File: config.mk
export PLATFORM = sky130hd
export DESIGN_NAME = ppio_top
export DESIGN_NICKNAME = d
export VERILOG_FILES = /design/src/rtl/ppio_pkg.sv /design/src/rtl/ppio_top.sv /design/src/rtl/ppio_latch_bank.sv
export SDC_FILE = /design/constraint.sdc
export NUM_CORES = 1
export LEC_CHECK = 0
export ABC_AREA = 1
export BUFFER_PORTS_ARGS = -buffer_cell sky130_fd_sc_hd__buf_2
export CAP_MARGIN = 20
export CORE_MARGIN = 1.5
export CORE_UTILIZATION = 45
export DETAILED_ROUTE_END_ITERATION = 7
export PLACE_DENSITY = 0.66
export SLEW_MARGIN = 30
export SYNTH_ARGS = -nofsm -noshare
export SYNTH_HDL_FRONTEND = slang
export SYNTH_SLANG_ARGS = --single-unit
export TNS_END_PERCENT = 50
File: constraint.sdc
create_clock -name ref_clk -period 2.4 [get_ports ref_clk]
set_clock_uncertainty 0.05 [all_clocks]
set_input_delay 0.24 -clock ref_clk [delete_from_list [all_inputs] [get_ports ref_clk]]
set_output_delay 0.24 -clock ref_clk [all_outputs]
set_load 0.005 [all_outputs]
File: src/rtl/ppio_pkg.sv
/*
 * Shared constants, types and helper functions of the programmable parallel I/O block.
 * Assumes a single 100 MHz clock and a host bus that is synchronous to that clock.
 */
// What this block does
// Twenty-four lines in two groups of twelve.
// Basic, strobed and bidirectional modes from control.
// First port plus upper third nibble together.
// Second port plus lower third nibble together.
// Byte data bus, two-bit address, low strobes.
// Reads multiplex the selected port onto bus.
// One control word holds all port programming.
// Control word readable, resets to hex 9B.
// Write captured at first strobe or select release.
// Control write resets ports while strobe low.
// No pull or bus-hold on port lines.
// Addresses zero-two select ports, three control.
// Host programs control once before using ports.
package ppio_pkg;

    // ************************************************************
    // Sizes, addresses and reset values
    // ************************************************************
    localparam int PORT_W = 8;
    localparam int WORD_COUNT = 4;
    localparam logic [1:0] ADDR_FIRST = 2'h0;
    localparam logic [1:0] ADDR_SECOND = 2'h1;
    localparam logic [1:0] ADDR_THIRD = 2'h2;
    localparam logic [1:0] ADDR_CONTROL = 2'h3;
    localparam logic [7:0] CTRL_RESET = 8'h9B;
    localparam logic [7:0] LINES_OFF = 8'h00;
    localparam logic [7:0] LINES_ON = 8'hFF;

    // ************************************************************
    // Control word field positions
    // ************************************************************
    localparam int CW_MODE_SET = 7;
    localparam int CW_A_MODE_HI = 6;
    localparam int CW_A_MODE_LO = 5;
    localparam int CW_A_IN = 4;
    localparam int CW_CU_IN = 3;
    localparam int CW_B_MODE = 2;
    localparam int CW_B_IN = 1;
    localparam int CW_CL_IN = 0;

    // ************************************************************
    // Types
    // ************************************************************
    typedef enum logic [1:0] {MODE_BASIC, MODE_STROBED, MODE_BIDIR} ppio_mode_e;
    typedef enum logic [1:0] {ST_IDLE, ST_WRITE, ST_READ} ppio_state_e;

    typedef struct packed {
        logic [1:0] addr;
        logic readStrobeN;
        logic writeStrobeN;
        logic selectN;
    } ppio_host_s;

    typedef struct packed {
        logic [7:0] out;
        logic [7:0] oe;
    } ppio_pins_s;

    // ************************************************************
    // Functions
    // ************************************************************
    // An input bit of one means the group's lines are released.
    function automatic logic [7:0] lineEnable(input logic isInput);
        lineEnable = isInput ? LINES_OFF : LINES_ON;
    endfunction

    // Group A mode: 00 basic, 01 strobed, 1x bidirectional.
    function automatic ppio_mode_e groupAMode(input logic [7:0] cw);
        if (cw[CW_A_MODE_HI]) begin
            groupAMode = MODE_BIDIR;
        end else if (cw[CW_A_MODE_LO]) begin
            groupAMode = MODE_STROBED;
        end else begin
            groupAMode = MODE_BASIC;
        end
    endfunction

endpackage

File: src/rtl/ppio_top.sv
/*
 * Programmable parallel I/O block: host bus decode, control word, port directions
 * and read multiplexer. Assumes every input is synchronous to refClk; pins are split
 * into input, output and enable, and pad logic resolves the wires.
 */
`timescale 1ns/1ps
module ppio_top (
    // Clock, reset and enable
    input wire logic ref_clk,
    input wire logic reset,
    input wire logic clkEn,
    // Host bus
    input wire ppio_pkg::ppio_host_s host,
    input wire logic [7:0] sysDataIn,
    output logic [7:0] sysDataOut,
    output logic sysDataOe,
    // Port lines
    input wire logic [7:0] firstPortLinesIn,
    input wire logic [7:0] secondPortLinesIn,
    input wire logic [7:0] thirdPortLinesIn,
    output ppio_pkg::ppio_pins_s firstPortLines,
    output ppio_pkg::ppio_pins_s secondPortLines,
    output ppio_pkg::ppio_pins_s thirdPortLines
);
    import ppio_pkg::*;

    // ************************************************************
    // Declarations
    // ************************************************************
    logic wrAct;
    logic rdAct;
    logic portReset;
    logic commit;
    ppio_state_e state;
    ppio_state_e next_state;
    logic [1:0] capAddr;
    logic [1:0] next_capAddr;
    logic [7:0] capData;
    logic [7:0] next_capData;
    logic [7:0] rdData;
    logic [WORD_COUNT*PORT_W-1:0] words;
    logic [7:0] ctrlWord;
    ppio_mode_e modeA;
    logic [7:0] firstOe;
    logic [7:0] secondOe;
    logic [7:0] thirdOe;
    logic [7:0] next_firstOe;
    logic [7:0] next_secondOe;
    logic [7:0] next_thirdOe;
    logic [7:0] next_sysDataOut;
    logic next_sysDataOe;

    // A pin read returns the latch where driven and the line where released.
    function automatic logic [7:0] readBack(input logic [7:0] latch, input logic [7:0] oe,
                                            input logic [7:0] pins);
        readBack = (latch & oe) | (pins & ~oe);
    endfunction

    // ************************************************************
    // Host strobe decode
    // ************************************************************
    // Nothing is decoded unless select is low; a write beats a read on a bus clash.
    assign wrAct = !host.selectN && !host.writeStrobeN;
    assign rdAct = !host.selectN && !host.readStrobeN && host.writeStrobeN;
    // Ports drop while the control write strobe is still low, not at its end.
    assign portReset = wrAct && (host.addr == ADDR_CONTROL);
    // The first release of strobe or select ends the access and commits it.
    assign commit = (state == ST_WRITE) && !wrAct;

    // ************************************************************
    // Access sequencer
    // ************************************************************
    // Address is re-sampled every active cycle and data every write cycle, so the last sample wins.
    always_comb begin
        next_state = state;
        next_capAddr = capAddr;
        next_capData = capData;
        if (wrAct) begin
            next_capAddr = host.addr;
            next_capData = sysDataIn;
        end else if (rdAct) begin
            next_capAddr = host.addr;
        end
        case (state)
            ST_IDLE: begin
                if (wrAct) begin
                    next_state = ST_WRITE;
                end else if (rdAct) begin
                    next_state = ST_READ;
                end
            end
            // A strobe swap with no idle cycle between goes straight to the other
            // access, so a write still commits and a read keeps its two-cycle answer.
            ST_WRITE: begin
                if (rdAct) begin
                    next_state = ST_READ;
                end else if (!wrAct) begin
                    next_state = ST_IDLE;
                end
            end
            ST_READ: begin
                if (wrAct) begin
                    next_state = ST_WRITE;
                end else if (!rdAct) begin
                    next_state = ST_IDLE;
                end
            end
            default: begin
                next_state = ST_IDLE;
            end
        endcase
    end

    always_ff @(posedge ref_clk) begin
        if (reset) begin
            state <= ST_IDLE;
            capAddr <= ADDR_FIRST;
            capData <= LINES_OFF;
        end else if (clkEn) begin
            state <= next_state;
            capAddr <= next_capAddr;
            capData <= next_capData;
        end
    end

    // ************************************************************
    // Port latches and control word storage
    // ************************************************************
    // The control word sits as the top word so it reads back like a port.
    ppio_latch_bank #(
        .WIDTH(PORT_W),
        .DEPTH(WORD_COUNT),
        .TOP_RESET(CTRL_RESET)
    ) u_latches (
        .clk(ref_clk),
        .reset(reset),
        .clkEn(clkEn),
        .wrEn(commit),
        .wrAddr(capAddr),
        .wrData(capData),
        .clearPorts(portReset),
        .rdAddr(host.addr),
        .rdData(rdData),
        .words(words)
    );

    assign ctrlWord = words[ADDR_CONTROL*PORT_W +: PORT_W];
    assign modeA = groupAMode(ctrlWord);

    // ************************************************************
    // Port direction
    // ************************************************************
    // Each group of twelve lines turns with its own control bits. Strobed mode
    // uses the same direction as basic mode; bidirectional mode turns the first
    // port around while the host reads it. Lines released here float: there is
    // no internal pull or hold.
    always_comb begin
        next_firstOe = lineEnable(ctrlWord[CW_A_IN]);
        next_secondOe = lineEnable(ctrlWord[CW_B_IN]);
        next_thirdOe = {{4{!ctrlWord[CW_CU_IN]}}, {4{!ctrlWord[CW_CL_IN]}}};
        if (modeA == MODE_BIDIR) begin
            next_firstOe = (rdAct && host.addr == ADDR_FIRST) ? LINES_OFF : LINES_ON;
        end
        if (portReset) begin
            next_firstOe = LINES_OFF;
            next_secondOe = LINES_OFF;
            next_thirdOe = LINES_OFF;
        end
    end

    always_ff @(posedge ref_clk) begin
        if (reset) begin
            firstOe <= LINES_OFF;
            secondOe <= LINES_OFF;
            thirdOe <= LINES_OFF;
        end else if (clkEn) begin
            firstOe <= next_firstOe;
            secondOe <= next_secondOe;
            thirdOe <= next_thirdOe;
        end
    end

    assign firstPortLines.out = words[ADDR_FIRST*PORT_W +: PORT_W];
    assign firstPortLines.oe = firstOe;
    assign secondPortLines.out = words[ADDR_SECOND*PORT_W +: PORT_W];
    assign secondPortLines.oe = secondOe;
    assign thirdPortLines.out = words[ADDR_THIRD*PORT_W +: PORT_W];
    assign thirdPortLines.oe = thirdOe;

    // ************************************************************
    // Read multiplexer
    // ************************************************************
    // Latched read data trails the address by a cycle, so the bus is driven from
    // the third read cycle on; this costs a cycle but keeps outputs registered.
    always_comb begin
        next_sysDataOe = (state == ST_READ) && rdAct;
        next_sysDataOut = sysDataOut;
        if (next_sysDataOe) begin
            if (capAddr == ADDR_FIRST) begin
                next_sysDataOut = readBack(rdData, firstOe, firstPortLinesIn);
            end else if (capAddr == ADDR_SECOND) begin
                next_sysDataOut = readBack(rdData, secondOe, secondPortLinesIn);
            end else if (capAddr == ADDR_THIRD) begin
                next_sysDataOut = readBack(rdData, thirdOe, thirdPortLinesIn);
            end else begin
                next_sysDataOut = rdData;
            end
        end
    end

    always_ff @(posedge ref_clk) begin
        if (reset) begin
            sysDataOut <= LINES_OFF;
            sysDataOe <= 1'b0;
        end else if (clkEn) begin
            sysDataOut <= next_sysDataOut;
            sysDataOe <= next_sysDataOe;
        end
    end

    // ************************************************************
    // Assertions
    // ************************************************************
    property p_cw_reset;
        @(posedge ref_clk) disable iff (reset) $fell(reset) |-> ctrlWord == 8'h9B;
    endproperty
    a_cw_reset: assert property (p_cw_reset) else $error("control word not 9B after reset");

    property p_ctrl_write_reset;
        @(posedge ref_clk) disable iff (reset)
            (clkEn && wrAct && host.addr == ADDR_CONTROL)
            |=> (firstOe == 8'h00 && secondOe == 8'h00 && thirdOe == 8'h00
                 && words[23:0] == 24'h000000);
    endproperty
    a_ctrl_write_reset: assert property (p_ctrl_write_reset) else $error("ports not reset");

    property p_commit_cw;
        @(posedge ref_clk) disable iff (reset)
            (clkEn && state == ST_WRITE && !wrAct && capAddr == ADDR_CONTROL)
            |=> ctrlWord == $past(capData);
    endproperty
    a_commit_cw: assert property (p_commit_cw) else $error("control word not captured");

    property p_commit_port;
        @(posedge ref_clk) disable iff (reset)
            (clkEn && state == ST_WRITE && !wrAct && capAddr == ADDR_SECOND)
            |=> secondPortLines.out == $past(capData);
    endproperty
    a_commit_port: assert property (p_commit_port) else $error("port latch not captured");

    property p_read_drive;
        @(posedge ref_clk) disable iff (reset)
            (clkEn && rdAct) ##1 (clkEn && rdAct) |=> sysDataOe;
    endproperty
    a_read_drive: assert property (p_read_drive) else $error("read not driven");

    property p_select_gate;
        @(posedge ref_clk) disable iff (reset)
            (clkEn && host.selectN) |=> !sysDataOe;
    endproperty
    a_select_gate: assert property (p_select_gate) else $error("bus driven unselected");

    property p_group_a;
        @(posedge ref_clk) disable iff (reset)
            (clkEn && !portReset && modeA != MODE_BIDIR)
            |=> firstOe == {8{!$past(ctrlWord[CW_A_IN])}}
                && thirdOe[7:4] == {4{!$past(ctrlWord[CW_CU_IN])}};
    endproperty
    a_group_a: assert property (p_group_a) else $error("group A direction wrong");

    property p_group_b;
        @(posedge ref_clk) disable iff (reset)
            (clkEn && !portReset)
            |=> secondOe == {8{!$past(ctrlWord[CW_B_IN])}}
                && thirdOe[3:0] == {4{!$past(ctrlWord[CW_CL_IN])}};
    endproperty
    a_group_b: assert property (p_group_b) else $error("group B direction wrong");

    property p_cw_readback;
        @(posedge ref_clk) disable iff (reset)
            (clkEn && state == ST_READ && rdAct && capAddr == ADDR_CONTROL && !commit)
            |=> sysDataOut == $past(rdData);
    endproperty
    a_cw_readback: assert property (p_cw_readback) else $error("control readback wrong");

    property p_bidir_turn;
        @(posedge ref_clk) disable iff (reset)
            (clkEn && !portReset && modeA == MODE_BIDIR)
            |=> firstOe == (($past(rdAct) && $past(host.addr) == ADDR_FIRST) ? 8'h00 : 8'hFF);
    endproperty
    a_bidir_turn: assert property (p_bidir_turn) else $error("bidirectional turn wrong");

    property p_read_release;
        @(posedge ref_clk) disable iff (reset)
            (clkEn && !rdAct) |=> !sysDataOe;
    endproperty
    a_read_release: assert property (p_read_release) else $error("bus held after read");

    property p_idle_hold;
        @(posedge ref_clk) disable iff (reset)
            (clkEn && host.selectN && state == ST_IDLE) |=> words == $past(words);
    endproperty
    a_idle_hold: assert property (p_idle_hold) else $error("latch changed unselected");

endmodule // ppio_top

File: src/rtl/ppio_latch_bank.sv
/*
 * Output latches of the three ports plus the control word, with a registered read port.
 * Assumes writes arrive as one-cycle pulses and the top word is the control word.
 */
`timescale 1ns/1ps
module ppio_latch_bank #(
    parameter int WIDTH = 8,
    parameter int DEPTH = 4,
    parameter logic [WIDTH-1:0] TOP_RESET = '0
) (
    // Clock and control
    input wire logic clk,
    input wire logic reset,
    input wire logic clkEn,
    // Write side
    input wire logic wrEn,
    input wire logic [$clog2(DEPTH)-1:0] wrAddr,
    input wire logic [WIDTH-1:0] wrData,
    input wire logic clearPorts,
    // Read side
    input wire logic [$clog2(DEPTH)-1:0] rdAddr,
    output logic [WIDTH-1:0] rdData,
    output logic [DEPTH*WIDTH-1:0] words
);

    logic [DEPTH*WIDTH-1:0] next_words;
    logic [WIDTH-1:0] next_rdData;

    // Port latches clear on request; the top word is never cleared.
    always_comb begin
        next_words = words;
        if (clearPorts) begin
            next_words[(DEPTH-1)*WIDTH-1:0] = '0;
        end
        if (wrEn) begin
            next_words[wrAddr*WIDTH +: WIDTH] = wrData;
        end
        next_rdData = words[rdAddr*WIDTH +: WIDTH];
    end

    // Registered storage and read data.
    always_ff @(posedge clk) begin
        if (reset) begin
            words <= {TOP_RESET, {((DEPTH-1)*WIDTH){1'b0}}};
            rdData <= '0;
        end else if (clkEn) begin
            words <= next_words;
            rdData <= next_rdData;
        end
    end

endmodule // ppio_latch_bank

# Word-level counts from Yosys, hierarchy flattened
# Index checks and enable logic that the tools add are counted.
# Widths: inputs -> output; s select.
# totals
n_memories	0
out_inout_bits	57
reg_bits	85
latch_bits	0
mem_bits_rw	0
wordCells	82
rom_bits	0
# op_classes
n_div	0
add_sub_neg	1
mux	24
magnitude_cmp	0
reduce_logical	22
n_mul	0
eq_ne	9
bitwise_logic	12
n_shift	3
# op_table
op	n
$mux 8	10
$and 8x8->8	6
$mux 24	2
$neg 5->34	1
$shift 8x34->32 const A	1
$shiftx 8x34->32	1
$bwmux 32	1
$shiftx 32x6->8	1
$not 8->8	3
$or 8x8->8	3
$mux 2	9
$ne 3x3->1 const B	3
$eq 2x2->1 const B	4
$reduce_and 2->1	4
$logic_and 1x1->1	7
$logic_not 1->1	6
$logic_not 2->1	3
$pmux 2 s3	1
$eq 2x1->1 const B	2
$reduce_and 4->1	1
$reduce_bool 2->1	1
$mux 1	1

# Depth between registers and ports, before layout
# Gate-level depths: netlist of run 1.
# depth
ltp_word	7
mapped_depth	9
depth_no_buf	8

# Modules after synthesis
# From an unflattened synthesis of run 1, not the netlist that was laid out.
# hier_totals
hier_cells	548
area_unflattened_um2	3713.6
# by_module_without_submodules
mod	n_inst	area_per_inst_um2	cells_each
ppio_latch_bank	1	2024.4	271
ppio_top	1	1689.1	277

# Worst setup path before layout of run 1
# No wires, ideal clock.
# synth_path
kind	register to register
from	register capAddr[0]
to	register u_latches.words[21]
t_required_ns	2.279
setup_time_ns	0.071
arrival_time_ns	1.633
slack_ns	0.646
synth_period_minus_slack_ns	1.754
path_stages_with_launch	10
path_cell_list	dfxtp_1 -> buf_2 -> inv_2 -> ha_1 -> buf_2 -> clkinv_1 -> nand2_1 -> nor2_2 -> nand3_1 -> a21oi_1
# synth_between
elab_chain_cells	4
# synth_lines
element	line_no	text
start, declared	ppio_top.sv:36	logic [1:0] capAddr;
start signal, assigned	ppio_top.sv:121	capAddr <= next_capAddr;
$neg 5->34 *	ppio_latch_bank.sv:36	next_words[wrAddr*WIDTH +: WIDTH] = wrData;
$shiftx 8x34->32 / $shift 8x34->32 (equally long branches)	ppio_latch_bank.sv:36	
$bwmux 32 *	ppio_latch_bank.sv:36	
$mux 24 *	ppio_latch_bank.sv:35	if (wrEn) begin
end signal, assigned	ppio_latch_bank.sv:44	words <= {TOP_RESET, {((DEPTH-1)*WIDTH){1'b0}}};
end signal, assigned	ppio_latch_bank.sv:47	words <= next_words;
end, declared	ppio_latch_bank.sv:23	output logic [DEPTH*WIDTH-1:0] words
# Every way passes the cells marked *; elsewhere a longest branch is shown, timed or not.
# A chain may end at the register's enable or synchronous reset.

# Worst setup path after layout of run 1
# layout_path
from	register capAddr[1]
to	register u_latches.words[0]
# Same word-level chain as after synthesis.

==> summary.txt, run 1 <==
=====================================================================================================
Largest family of logic cells by synthesized area                                        simple AND/OR/NAND/NOR gates
Setup slack on the worst flop-to-flop path                                                    0.58 ns
Tcrit/Tclk final                                                                                0.758
Class of the most critical hold timing path                                              primary input to flip-flop
Routed wire per std cell                                                                 14.7 microns
Hold path start                                                                          sysDataIn[4]
Cell depth of the worst min-delay path                                                              3
Pin count of the biggest net entering global routing                                               47
Filler cell count                                                                                 884
Number of nets with antenna violations after detailed routing                                       0
Cts repair resizes                                                                                  0
Number of cells after detailed placement                                                          710
Switching portion of total power                                                                0.276
Combinational share of power                                                                    0.136
Static Leakage                                                                                1.97 nW
Setup TNS Final                                                                                  0 ns
Yosys cell types                                                                                   27
Shortest period the worst path allows                                                         1.82 ns
DRC violation count after routing                                                                   0
Vias                                                                                             3853
Count of cells along the worst register-to-register path                                            7
Antenna violations before repair                                                                    0
Insertion delay of the later-clocked pin in the worst-skew pair                               0.35 ns
Internal                                                                                      1.74 mW
Startpoint types                                                                            flip-flop
Antenna Cells                                                                                       0
Fraction of final layout cells with drive strength greater than 1                               0.226
Number of DRC markers in iteration 0                                                              260
Mean instance size in the synthesized netlist                                              6.70 sq um
Crit-path max FO                                                                                    7
Outcome                                                                                     completed
P&R area growth vs syn                                                                          9.58%
Final max-slew violation count                                                                      0
Number of setup buffers added after CTS                                                             0
Number of buffers between clock root and the deepest sink                                           2
Post-Synth XOR/XNOR Area                                                                            0
Post-synthesis share of cell area spent on full adders, half adders and majority gates         0.0195
Endpoints failing hold                                                                              0
Synthesis warning total                                                                             0
Number of global-route vias before repair                                                        3379
Boundary pin count                                                                                 97
Std cell rows                                                                                      33
Endpoint type of the worst setup path                                                       flip-flop
Die area                                                                                   9130 sq um
Cell at the root of the clock tree                                                           clkbuf_8
Beginning of the worst register-to-register path                                         capAddr[1]$_SDFFE_PP0P_
Number of CTS-inserted buffers                                                                      9
Sum of overflow across all layers after global routing                                              0
Width of the chip                                                                        95.5 microns
Post-Syn Instances                                                                                575
Number of input and output port buffers inserted                                                   96
Final core occ                                                                                  0.511
Net switching power                                                                          0.661 mW
Number of synthesized register bits                                                                65
Post-layout instance count excluding filler cells                                                 725
CTS Hold Buffers Added                                                                              0
Capturing point of the worst reg2reg path                                                u_latches.words[0]$_SDFFE_PP0P_
Slew at the pin with the worst max-slew slack                                                0.765 ns
Power Total                                                                                   2.40 mW
Total iterations of the first detailed-routing run                                                  5
Post-synthesis instance area                                                               3850 sq um
FMAX                                                                                        0.550 GHz
Core area                                                                                  8260 sq um
Portion of total power attributed to the clock network                                          0.396
Start-to-end type of the worst setup path                                                flip-flop to flip-flop
Global-route wire length before repair                                                        17.0 mm
CTS tree                                                                                        built
Clock transition at the registers of the reported paths                                       0.07 ns
Worst path arrival time                                                                       2.03 ns
Effective utilization at floorplan                                                              0.467
Worst Hold End                                                                           capData[4]$_SDFFE_PP0P_
Synth Area in Simple Gates                                                                      0.273
Final Hold Slack                                                                            0.0950 ns
Seq pwr share                                                                                   0.467
Required time of the critical path                                                            2.61 ns
Final net count                                                                                   662
Part of the Yosys area used for sequential elements                                             0.338
Unrepaired setup endpoints after global routing                                                    no
Vias/cell                                                                                        5.31
Overall Global Routing Usage                                                                    0.247
Die height                                                                               95.5 microns
Multiplexer share of the synthesized area                                                           0
MaxCap Viol Count                                                                                   0
Detailed-route wire length                                                                    10.7 mm
Worst voltage drop across the vdd grid                                                       0.307 mV
Clk sinks                                                                                          65
Pwr/cell area                                                                             568 nW/um^2
H-tree depth reported by CTS                                                                        3
Half-perimeter wire length after placement                                                    7.84 mm
Final setup vio count                                                                               0
Post-Syn Nets                                                                                     621
Max transition margin                                                                           0.489
Placer Congestion                                                                               0.923
Area fraction in compound gates after synthesis                                                 0.185
=====================================================================================================
## synthesized netlist by cell type, drive strengths merged
| master | instances | area, sq um |
|---|---|---|
| nand2 | 96 | 373 |
| a21oi | 69 | 357 |
| dfxtp | 65 | 1300 |
| buf | 63 | 442 |
| inv | 62 | 233 |
| nand3 | 62 | 315 |
| nor2 | 60 | 258 |
| o21ai | 57 | 285 |
| nand3b | 10 | 75.1 |
| o211ai | 8 | 60.1 |
| clkbuf | 7 | 26.3 |
| ha | 6 | 75.1 |
| nor3 | 4 | 20.0 |
| clkinv | 2 | 7.51 |
| o22ai | 2 | 12.5 |
| nand4 | 1 | 6.26 |
| or2 | 1 | 6.26 |
## worst max path at each step
stage / startpoint / end / slack (ns) / cells after the start
after global placement: capAddr[0]$_SDFFE_PP0P_ / u_latches.words[0]$_SDFFE_PP0P_ / 0.68 / 6
final: capAddr[1]$_SDFFE_PP0P_ / u_latches.words[0]$_SDFFE_PP0P_ / 0.58 / 7
after CTS: capAddr[0]$_SDFFE_PP0P_ / u_latches.words[0]$_SDFFE_PP0P_ / 0.60 / 6
after floorplan: capAddr[0]$_SDFFE_PP0P_ / u_latches.words[21]$_SDFFE_PP0P_ / 0.65 / 9
after detailed placement: capAddr[1]$_SDFFE_PP0P_ / u_latches.words[0]$_SDFFE_PP0P_ / 0.63 / 7
after global routing: capAddr[1]$_SDFFE_PP0P_ / u_latches.words[5]$_SDFFE_PP0P_ / 0.43 / 7
## worst max-delay path, stage by stage, from the launching register on
cell and delay (ns):
dfxtp_1 0.39, inv_1 0.12, ha_1 0.35, inv_1 0.18, nand3_1 0.25, nor2_1 0.17, nand3_1 0.09, a21oi_1 0.15
## placed cells by master, fill, tap and decap left out, types with 5 or more instances in the layout
| cell type | count |
|---|---|
| a21oi_1 | 66 |
| buf_2 | 96 |
| clkbuf_8 | 11 |
| dfxtp_1 | 65 |
| ha_1 | 6 |
| inv_1 | 55 |
| inv_2 | 7 |
| nand2_1 | 91 |
| nand2_2 | 5 |
| nand3_1 | 61 |
| nand3b_1 | 10 |
| nor2_1 | 51 |
| nor2_2 | 7 |
| o211ai_1 | 8 |
| o21ai_0 | 51 |
| o21ai_1 | 6 |
## through the flow
| stage | area (sq um) | worst slack, ns |
|---|---|---|
| after detailed placement | 4030 | 0.626 |
| after global placement | 4030 | 0.684 |
| after floorplan | 3850 | 0.646 |
| after global routing | 4220 | 0.428 |
| final | 4220 | 0.582 |
| after CTS | 4220 | 0.603 |
## cell families after synthesis
group,Yosys count
compound gates,136
flops,65
fa+ha+maj,6
simple gates,234
buf+inv,134
## final cells by class
class | count | area (sq um) | area share
multi-input combinational | 376 | 1840 | 0.437
sequential | 65 | 1300 | 0.308
timing repair buffer | 100 | 510 | 0.121
inverter | 64 | 240 | 0.0569
clock buffer | 12 | 155 | 0.0368
tap | 105 | 131 | 0.0311
clock inverter | 3 | 40.0 | 0.00948
## power groups by stage
stage	combinational [mW]	sequential, mW	clock [mW]
floorplan	0.225	1.14	0
global placement	0.318	1.14	0
detailed placement	0.323	1.14	0
CTS	0.325	1.12	0.954
global route	0.367	1.12	1.01
finish	0.326	1.12	0.951
## state kept, by name, indices dropped and copies added, names as in the netlist
signal / cells
capAddr: 2
capData: 8
firstOe: 1
secondOe: 1
state: 2
sysDataOe: 1
sysDataOut: 8
thirdOe: 2
u_latches.rdData: 8
u_latches.words: 32
## layer usage
metal  part of all wire  GRT usage  vias up
met5                  0          0        -
met4              0.035      0.113        0
met3              0.055     0.0494       26
met2               0.46      0.388      147
met1               0.45      0.325     1764
li1                   -          -     1916
(Power assumes the default switching activity.)
==> run 2: changes to the inputs <==
--- a/config.mk
+++ b/config.mk
@@ -11,7 +11,7 @@
 export CORE_MARGIN = 1.5
 export CORE_UTILIZATION = 45
 export DETAILED_ROUTE_END_ITERATION = 7
-export PLACE_DENSITY = 0.66
+export PLACE_DENSITY = 0.69
 export SLEW_MARGIN = 30
 export SYNTH_ARGS = -nofsm -noshare
 export SYNTH_HDL_FRONTEND = slang
==> constraint.sdc (replaced) <==
create_clock -name ref_clk -period 1.5 [get_ports ref_clk]
set_clock_uncertainty 0.05 [all_clocks]
set_input_delay 0.15 -clock ref_clk [delete_from_list [all_inputs] [get_ports ref_clk]]
set_output_delay 0.15 -clock ref_clk [all_outputs]
set_load 0.005 [all_outputs]
==> run 2 against run 1 <==
Die area did not move. Global-route usage grew 0.81 points. Sequential power grew 60%. Power is 61% higher. Non-clock buffer count is 28 higher. Register-to-register slack got worse by 0.56 ns. Sequential share of layout area shrank 2.4 points. Flip-flop and latch count did not move.
==> summary.txt, run 2 (synthesis results as in run 1) <==
================================================================================
DRC violation count after routing                                              0
Cell at the root of the clock tree                                      clkbuf_8
Number of DRC markers in iteration 0                                         251
Clock transition at the registers of the reported paths                  0.07 ns
Vias                                                                        3978
Number of global-route vias before repair                                   3706
Routed wire per std cell                                            14.9 microns
Effective utilization at floorplan                                         0.467
Worst voltage drop across the vdd grid                                  0.487 mV
P&R area growth vs syn                                                     19.2%
Placer Congestion                                                          0.891
Half-perimeter wire length after placement                               8.32 mm
Most used cells in the layout excluding fill and tap cells          96 x buf_2, 90 x nand2_1, 64 x a21oi_1
Number of cells after detailed placement                                     738
Number of CTS-inserted buffers                                                 9
Final instance area                                                   4590 sq um
Final setup vio count                                                          0
H-tree depth reported by CTS                                                   3
Unrepaired setup endpoints after global routing                              yes
Fraction of final layout cells with drive strength greater than 1          0.294
Boundary pin count                                                            97
Hold path start                                                     sysDataIn[4]
Global-route wire length before repair                                   17.8 mm
Final core occ                                                             0.556
Number of input and output port buffers inserted                              96
Static Leakage                                                           2.13 nW
Pin count of the biggest net entering global routing                          46
Antenna violations before repair                                               0
Slew at the pin with the worst max-slew slack                           0.399 ns
Final net count                                                              690
Insertion delay of the later-clocked pin in the worst-skew pair          0.34 ns
Die height                                                          95.5 microns
Std cell rows                                                                 33
Total iterations of the first detailed-routing run                             5
Number of buffers between clock root and the deepest sink                      2
Vias/cell                                                                   5.28
Worst Hold End                                                      capData[4]$_SDFFE_PP0P_
Setup slack on the worst flop-to-flop path                               0.03 ns
Most common cell after layout, fill and taps aside                         buf_2
Max transition margin                                                      0.731
Placed instance area                                                  4320 sq um
Count of cells along the worst register-to-register path                       8
Crit-path max FO                                                               7
Endpoints failing hold                                                         0
Endpoint type of the worst setup path                                  flip-flop
Post-layout instance count excluding filler cells                            754
Width of the chip                                                   95.5 microns
CTS tree                                                                   built
Required time of the critical path                                       1.72 ns
Worst path arrival time                                                  1.70 ns
Detailed-route wire length                                               11.3 mm
CTS Hold Buffers Added                                                         0
Capturing point of the worst reg2reg path                           u_latches.words[0]$_SDFFE_PP0P_
FMAX                                                                   0.678 GHz
MaxCap Viol Count                                                              0
Startpoint types                                                       flip-flop
Overall Global Routing Usage                                               0.255
Class of the most critical hold timing path                         primary input to flip-flop
Sum of overflow across all layers after global routing                         0
Most flop-heavy register                                            u_latches.words
Final max-slew violation count                                                 0
Clk sinks                                                                     65
Pwr/cell area                                                        842 nW/um^2
Outcome                                                                completed
Cell depth of the worst min-delay path                                         3
Die area                                                              9130 sq um
Beginning of the worst register-to-register path                    capAddr[0]$_SDFFE_PP0P_
Shortest period the worst path allows                                    1.47 ns
Final Hold Slack                                                      0.00660 ns
Core area                                                             8260 sq um
Number of flip-flops under the largest register name                          32
Tcrit/Tclk final                                                           0.983
Number of nets with antenna violations after detailed routing                  0
Power Total                                                              3.87 mW
Antenna Cells                                                                  0
Start-to-end type of the worst setup path                           flip-flop to flip-flop
================================================================================
run 2: worst max-delay path, stage by stage, from the launching register on:
cell     delay, ns
dfxtp_2       0.37
inv_4         0.06
ha_4          0.25
buf_6         0.13
inv_4         0.05
nand3_4       0.12
nor2_1        0.14
nand3_1       0.10
a21oi_1       0.13
run 2: cell type report:
type	instances	area, sq um
Clock buffer	12	155
Inverter	64	250
Sequential cell	65	1310
Fill cell	799	3670
Timing Repair Buffer	128	766
Tap cell	105	131
Multi-Input combinational cell	376	1960
Clock inverter	4	27.5
run 2: what timing repair did:
item,in CTS,in global routing
setup buffers,0,0
endpoints found under the setup margin,20,38
pin swaps,2,5
resized for setup,7,19
run 2: power by group:
part	total, mW	switching (mW)	internal, mW
clock network	1.40	0.708	0.688
registers	1.79	0.0286	1.76
logic	0.680	0.415	0.265
run 2: metal layers:
| metal | wire, microns | global-route usage | up-vias |
|---|---|---|---|
| met3 | 802 | 0.0367 | 21 |
| met4 | 210 | 0.0846 | 0 |
| met1 | 4810 | 0.328 | 1810 |
| met2 | 5430 | 0.435 | 166 |
| met5 | 0 | 0 | - |
| li1 | - | - | 1981 |
run 2: worst max path at each step:
| stage | from | end | slack (ns) | depth (start not counted) |
|---|---|---|---|---|
| after floorplan | capAddr[0]$_SDFFE_PP0P_ | u_latches.words[21]$_SDFFE_PP0P_ | 0.003 | 9 |
| after global placement | capAddr[1]$_SDFFE_PP0P_ | u_latches.words[14]$_SDFFE_PP0P_ | -0.01 | 6 |
| after detailed placement | capAddr[1]$_SDFFE_PP0P_ | u_latches.words[14]$_SDFFE_PP0P_ | -0.02 | 6 |
| after CTS | capAddr[1]$_SDFFE_PP0P_ | sysDataOut[1]$_SDFFE_PP0P_ | 0.02 | 8 |
| after global routing | capAddr[0]$_SDFFE_PP0P_ | u_latches.words[5]$_SDFFE_PP0P_ | -0.03 | 8 |
| final | capAddr[0]$_SDFFE_PP0P_ | u_latches.words[0]$_SDFFE_PP0P_ | 0.03 | 8 |
run 2: metrics by stage:
step / worst slack, ns / TNS (ns)
floorplan: 0.00306 / 0
global placement: -0.0131 / -0.0131
detailed placement: -0.0198 / -0.0491
CTS: 0.0247 / 0
global route: -0.0288 / -0.197
finish: 0.0258 / 0
==> run 3: changes to the inputs <==
--- a/config.mk
+++ b/config.mk
@@ -11,6 +11,7 @@
 export CORE_MARGIN = 1.5
 export CORE_UTILIZATION = 45
 export DETAILED_ROUTE_END_ITERATION = 7
+export HOLD_SLACK_MARGIN = 0.03
 export PLACE_DENSITY = 0.69
 export SLEW_MARGIN = 30
 export SYNTH_ARGS = -nofsm -noshare
==> run 3 against run 2 <==
Sequential power barely moved. Via count up 0.90%. Final area rose by 0.44%. Core utilization rose by 0.24 points. Setup slack got worse by 0.0025 ns. Power rose by 0.22%. Maximum frequency shrank 0.17%. Worst hold slack improved by 0.026 ns. Global-route usage is 0.050 points higher.
==> summary.txt, run 3 (synthesis results as in run 1) <==
================================================================================
Outcome                                                                completed
Fraction of final layout cells with drive strength greater than 1          0.293
Most common cell after layout, fill and taps aside                         buf_2
Static Leakage                                                           2.14 nW
Number of CTS-inserted buffers                                                 9
Unrepaired setup endpoints after global routing                              yes
Vias/cell                                                                   5.31
Antenna Cells                                                                  0
Startpoint types                                                       flip-flop
Boundary pin count                                                            97
Most used cell, CP                                                         inv_4
Width of the chip                                                   95.5 microns
Worst Hold End                                                      capData[3]$_SDFFE_PP0P_
Crit-path max FO                                                               7
Count of cells along the worst register-to-register path                       8
Overall Global Routing Usage                                               0.256
Pwr/cell area                                                        841 nW/um^2
Max transition margin                                                      0.730
Crit path max-delay family                                            flip-flops
Endpoints failing hold                                                         0
Clock transition at the registers of the reported paths                  0.07 ns
Routed wire per std cell                                            14.9 microns
Cell at the root of the clock tree                                      clkbuf_8
Global-route wire length before repair                                   17.9 mm
CTS tree                                                                   built
Worst path arrival time                                                  1.70 ns
FMAX                                                                   0.677 GHz
Placer Congestion                                                          0.891
Worst voltage drop across the vdd grid                                  0.486 mV
Met2 capacity usage during global routing                                  0.437
Global routing usage on met3                                              0.0367
Number of buffers between clock root and the deepest sink                      2
Start-to-end type of the worst setup path                           flip-flop to flip-flop
Number of nets with antenna violations after detailed routing                  0
Number of flip-flops under the largest register name                          32
Slowest library cell on the worst path                                   dfxtp_2
Capturing point of the worst reg2reg path                           u_latches.words[1]$_SDFFE_PP0P_
Worst setup margin                                                     0.0233 ns
Die height                                                          95.5 microns
Number of global-route vias before repair                                   3724
Number of cells after detailed placement                                     738
H-tree depth reported by CTS                                                   3
Half-perimeter wire length after placement                               8.32 mm
P&R area growth vs syn                                                     19.7%
Setup slack on the worst flop-to-flop path                               0.02 ns
Pin count of the biggest net entering global routing                          46
MaxCap Viol Count                                                              0
Number of DRC markers in iteration 0                                         272
Insertion delay of the later-clocked pin in the worst-skew pair          0.35 ns
Clk sinks                                                                     65
Final max-slew violation count                                                 0
Hold path start                                                     sysDataIn[3]
Most flop-heavy register                                            u_latches.words
Antenna violations before repair                                               0
DRC violation count after routing                                              0
Crit path buffers/inverters                                                    3
Sum of overflow across all layers after global routing                         0
Core area                                                             8260 sq um
Met1 usage                                                                 0.328
Detailed-route wire length                                               11.3 mm
Final setup vio count                                                          0
Die area                                                              9130 sq um
Most Used Layer, Global Route                                               met2
Crit path from                                                      capAddr[0]$_SDFFE_PP0P_
Cell depth of the worst min-delay path                                         3
Effective utilization at floorplan                                         0.467
Required time of the critical path                                       1.73 ns
Class of the most critical hold timing path                         primary input to flip-flop
Slew at the pin with the worst max-slew slack                           0.401 ns
Tcrit/Tclk final                                                           0.984
Cells along the critical path                                       inv_4, ha_4, buf_6, inv_4, nand3_4, nor2_4, nand3_2, a21oi_2
Filler cell count                                                            796
Final net count                                                              692
Std cell rows                                                                 33
Shortest period the worst path allows                                    1.48 ns
Total iterations of the first detailed-routing run                             5
DP Worst Slack                                                        -0.0198 ns
Most used cells in the layout excluding fill and tap cells          96 x buf_2, 90 x nand2_1, 64 x a21oi_1
Post-layout instance count excluding filler cells                            756
Endpoint type of the worst setup path                                  flip-flop
CP max stage delay                                                       0.37 ns
Beginning of the worst register-to-register path                    capAddr[0]$_SDFFE_PP0P_
Number of setup buffers added after CTS                                        0
Vias                                                                        4014
Number of input and output port buffers inserted                              96
================================================================================
## run 3: worst min-delay path, stage by stage
cell     delay [ns]
buf_2          0.07
o21ai_0        0.07
a21oi_1        0.10
## run 3: layout make-up
cell class                      instances  area, sq um  share of cell area
Clock buffer                           12          155              0.0336
Clock inverter                          4         27.5             0.00597
Inverter                               64          250              0.0543
Multi-Input combinational cell        376         1960               0.424
Sequential cell                        65         1310               0.283
Tap cell                              105          131              0.0285
Timing Repair Buffer                  130          786               0.170
## run 3: per-layer routing
layer	up-vias	share of wire
li1	1981	-
met5	-	0
met1	1847	0.43
met3	21	0.066
met2	165	0.48
met4	0	0.018
## run 3: report_power, final
part	internal (mW)	switching, mW
clock	0.688	0.713
combinational	0.269	0.414
sequential	1.76	0.0289
## run 3: through the flow
step / instance area (sq um) / hold WS [ns] / TNS, ns / power, mW / util
after CTS: 4540 / 0.0328 / 0 / 3.85 / 0.550
final: 4610 / 0.0330 / 0 / 3.88 / 0.558
after global placement: 4320 / 0.353 / -0.0131 / 2.45 / 0.523
after detailed placement: 4320 / 0.359 / -0.0491 / 2.46 / 0.523
after global routing: 4610 / 0.0636 / -0.197 / 4.05 / 0.558
after floorplan: 3910 / 0.267 / 0 / 2.21 / -
## run 3: repair_timing
item	CTS	global route
resized for setup	7	19
setup endpoints to repair	20	38
pin swaps	2	5
cloned	0	0
endpoints found under the hold margin	2	0
hold buffers	2	0
## run 3: worst max path at each step
stage          cells after the start                          endpoint
2_1_floorplan                      9  u_latches.words[21]$_SDFFE_PP0P_
3_3_place_gp                       6  u_latches.words[14]$_SDFFE_PP0P_
3_5_place_dp                       6  u_latches.words[14]$_SDFFE_PP0P_
4_1_cts                            8        sysDataOut[1]$_SDFFE_PP0P_
5_1_grt                            8   u_latches.words[5]$_SDFFE_PP0P_
6_report                           8   u_latches.words[1]$_SDFFE_PP0P_
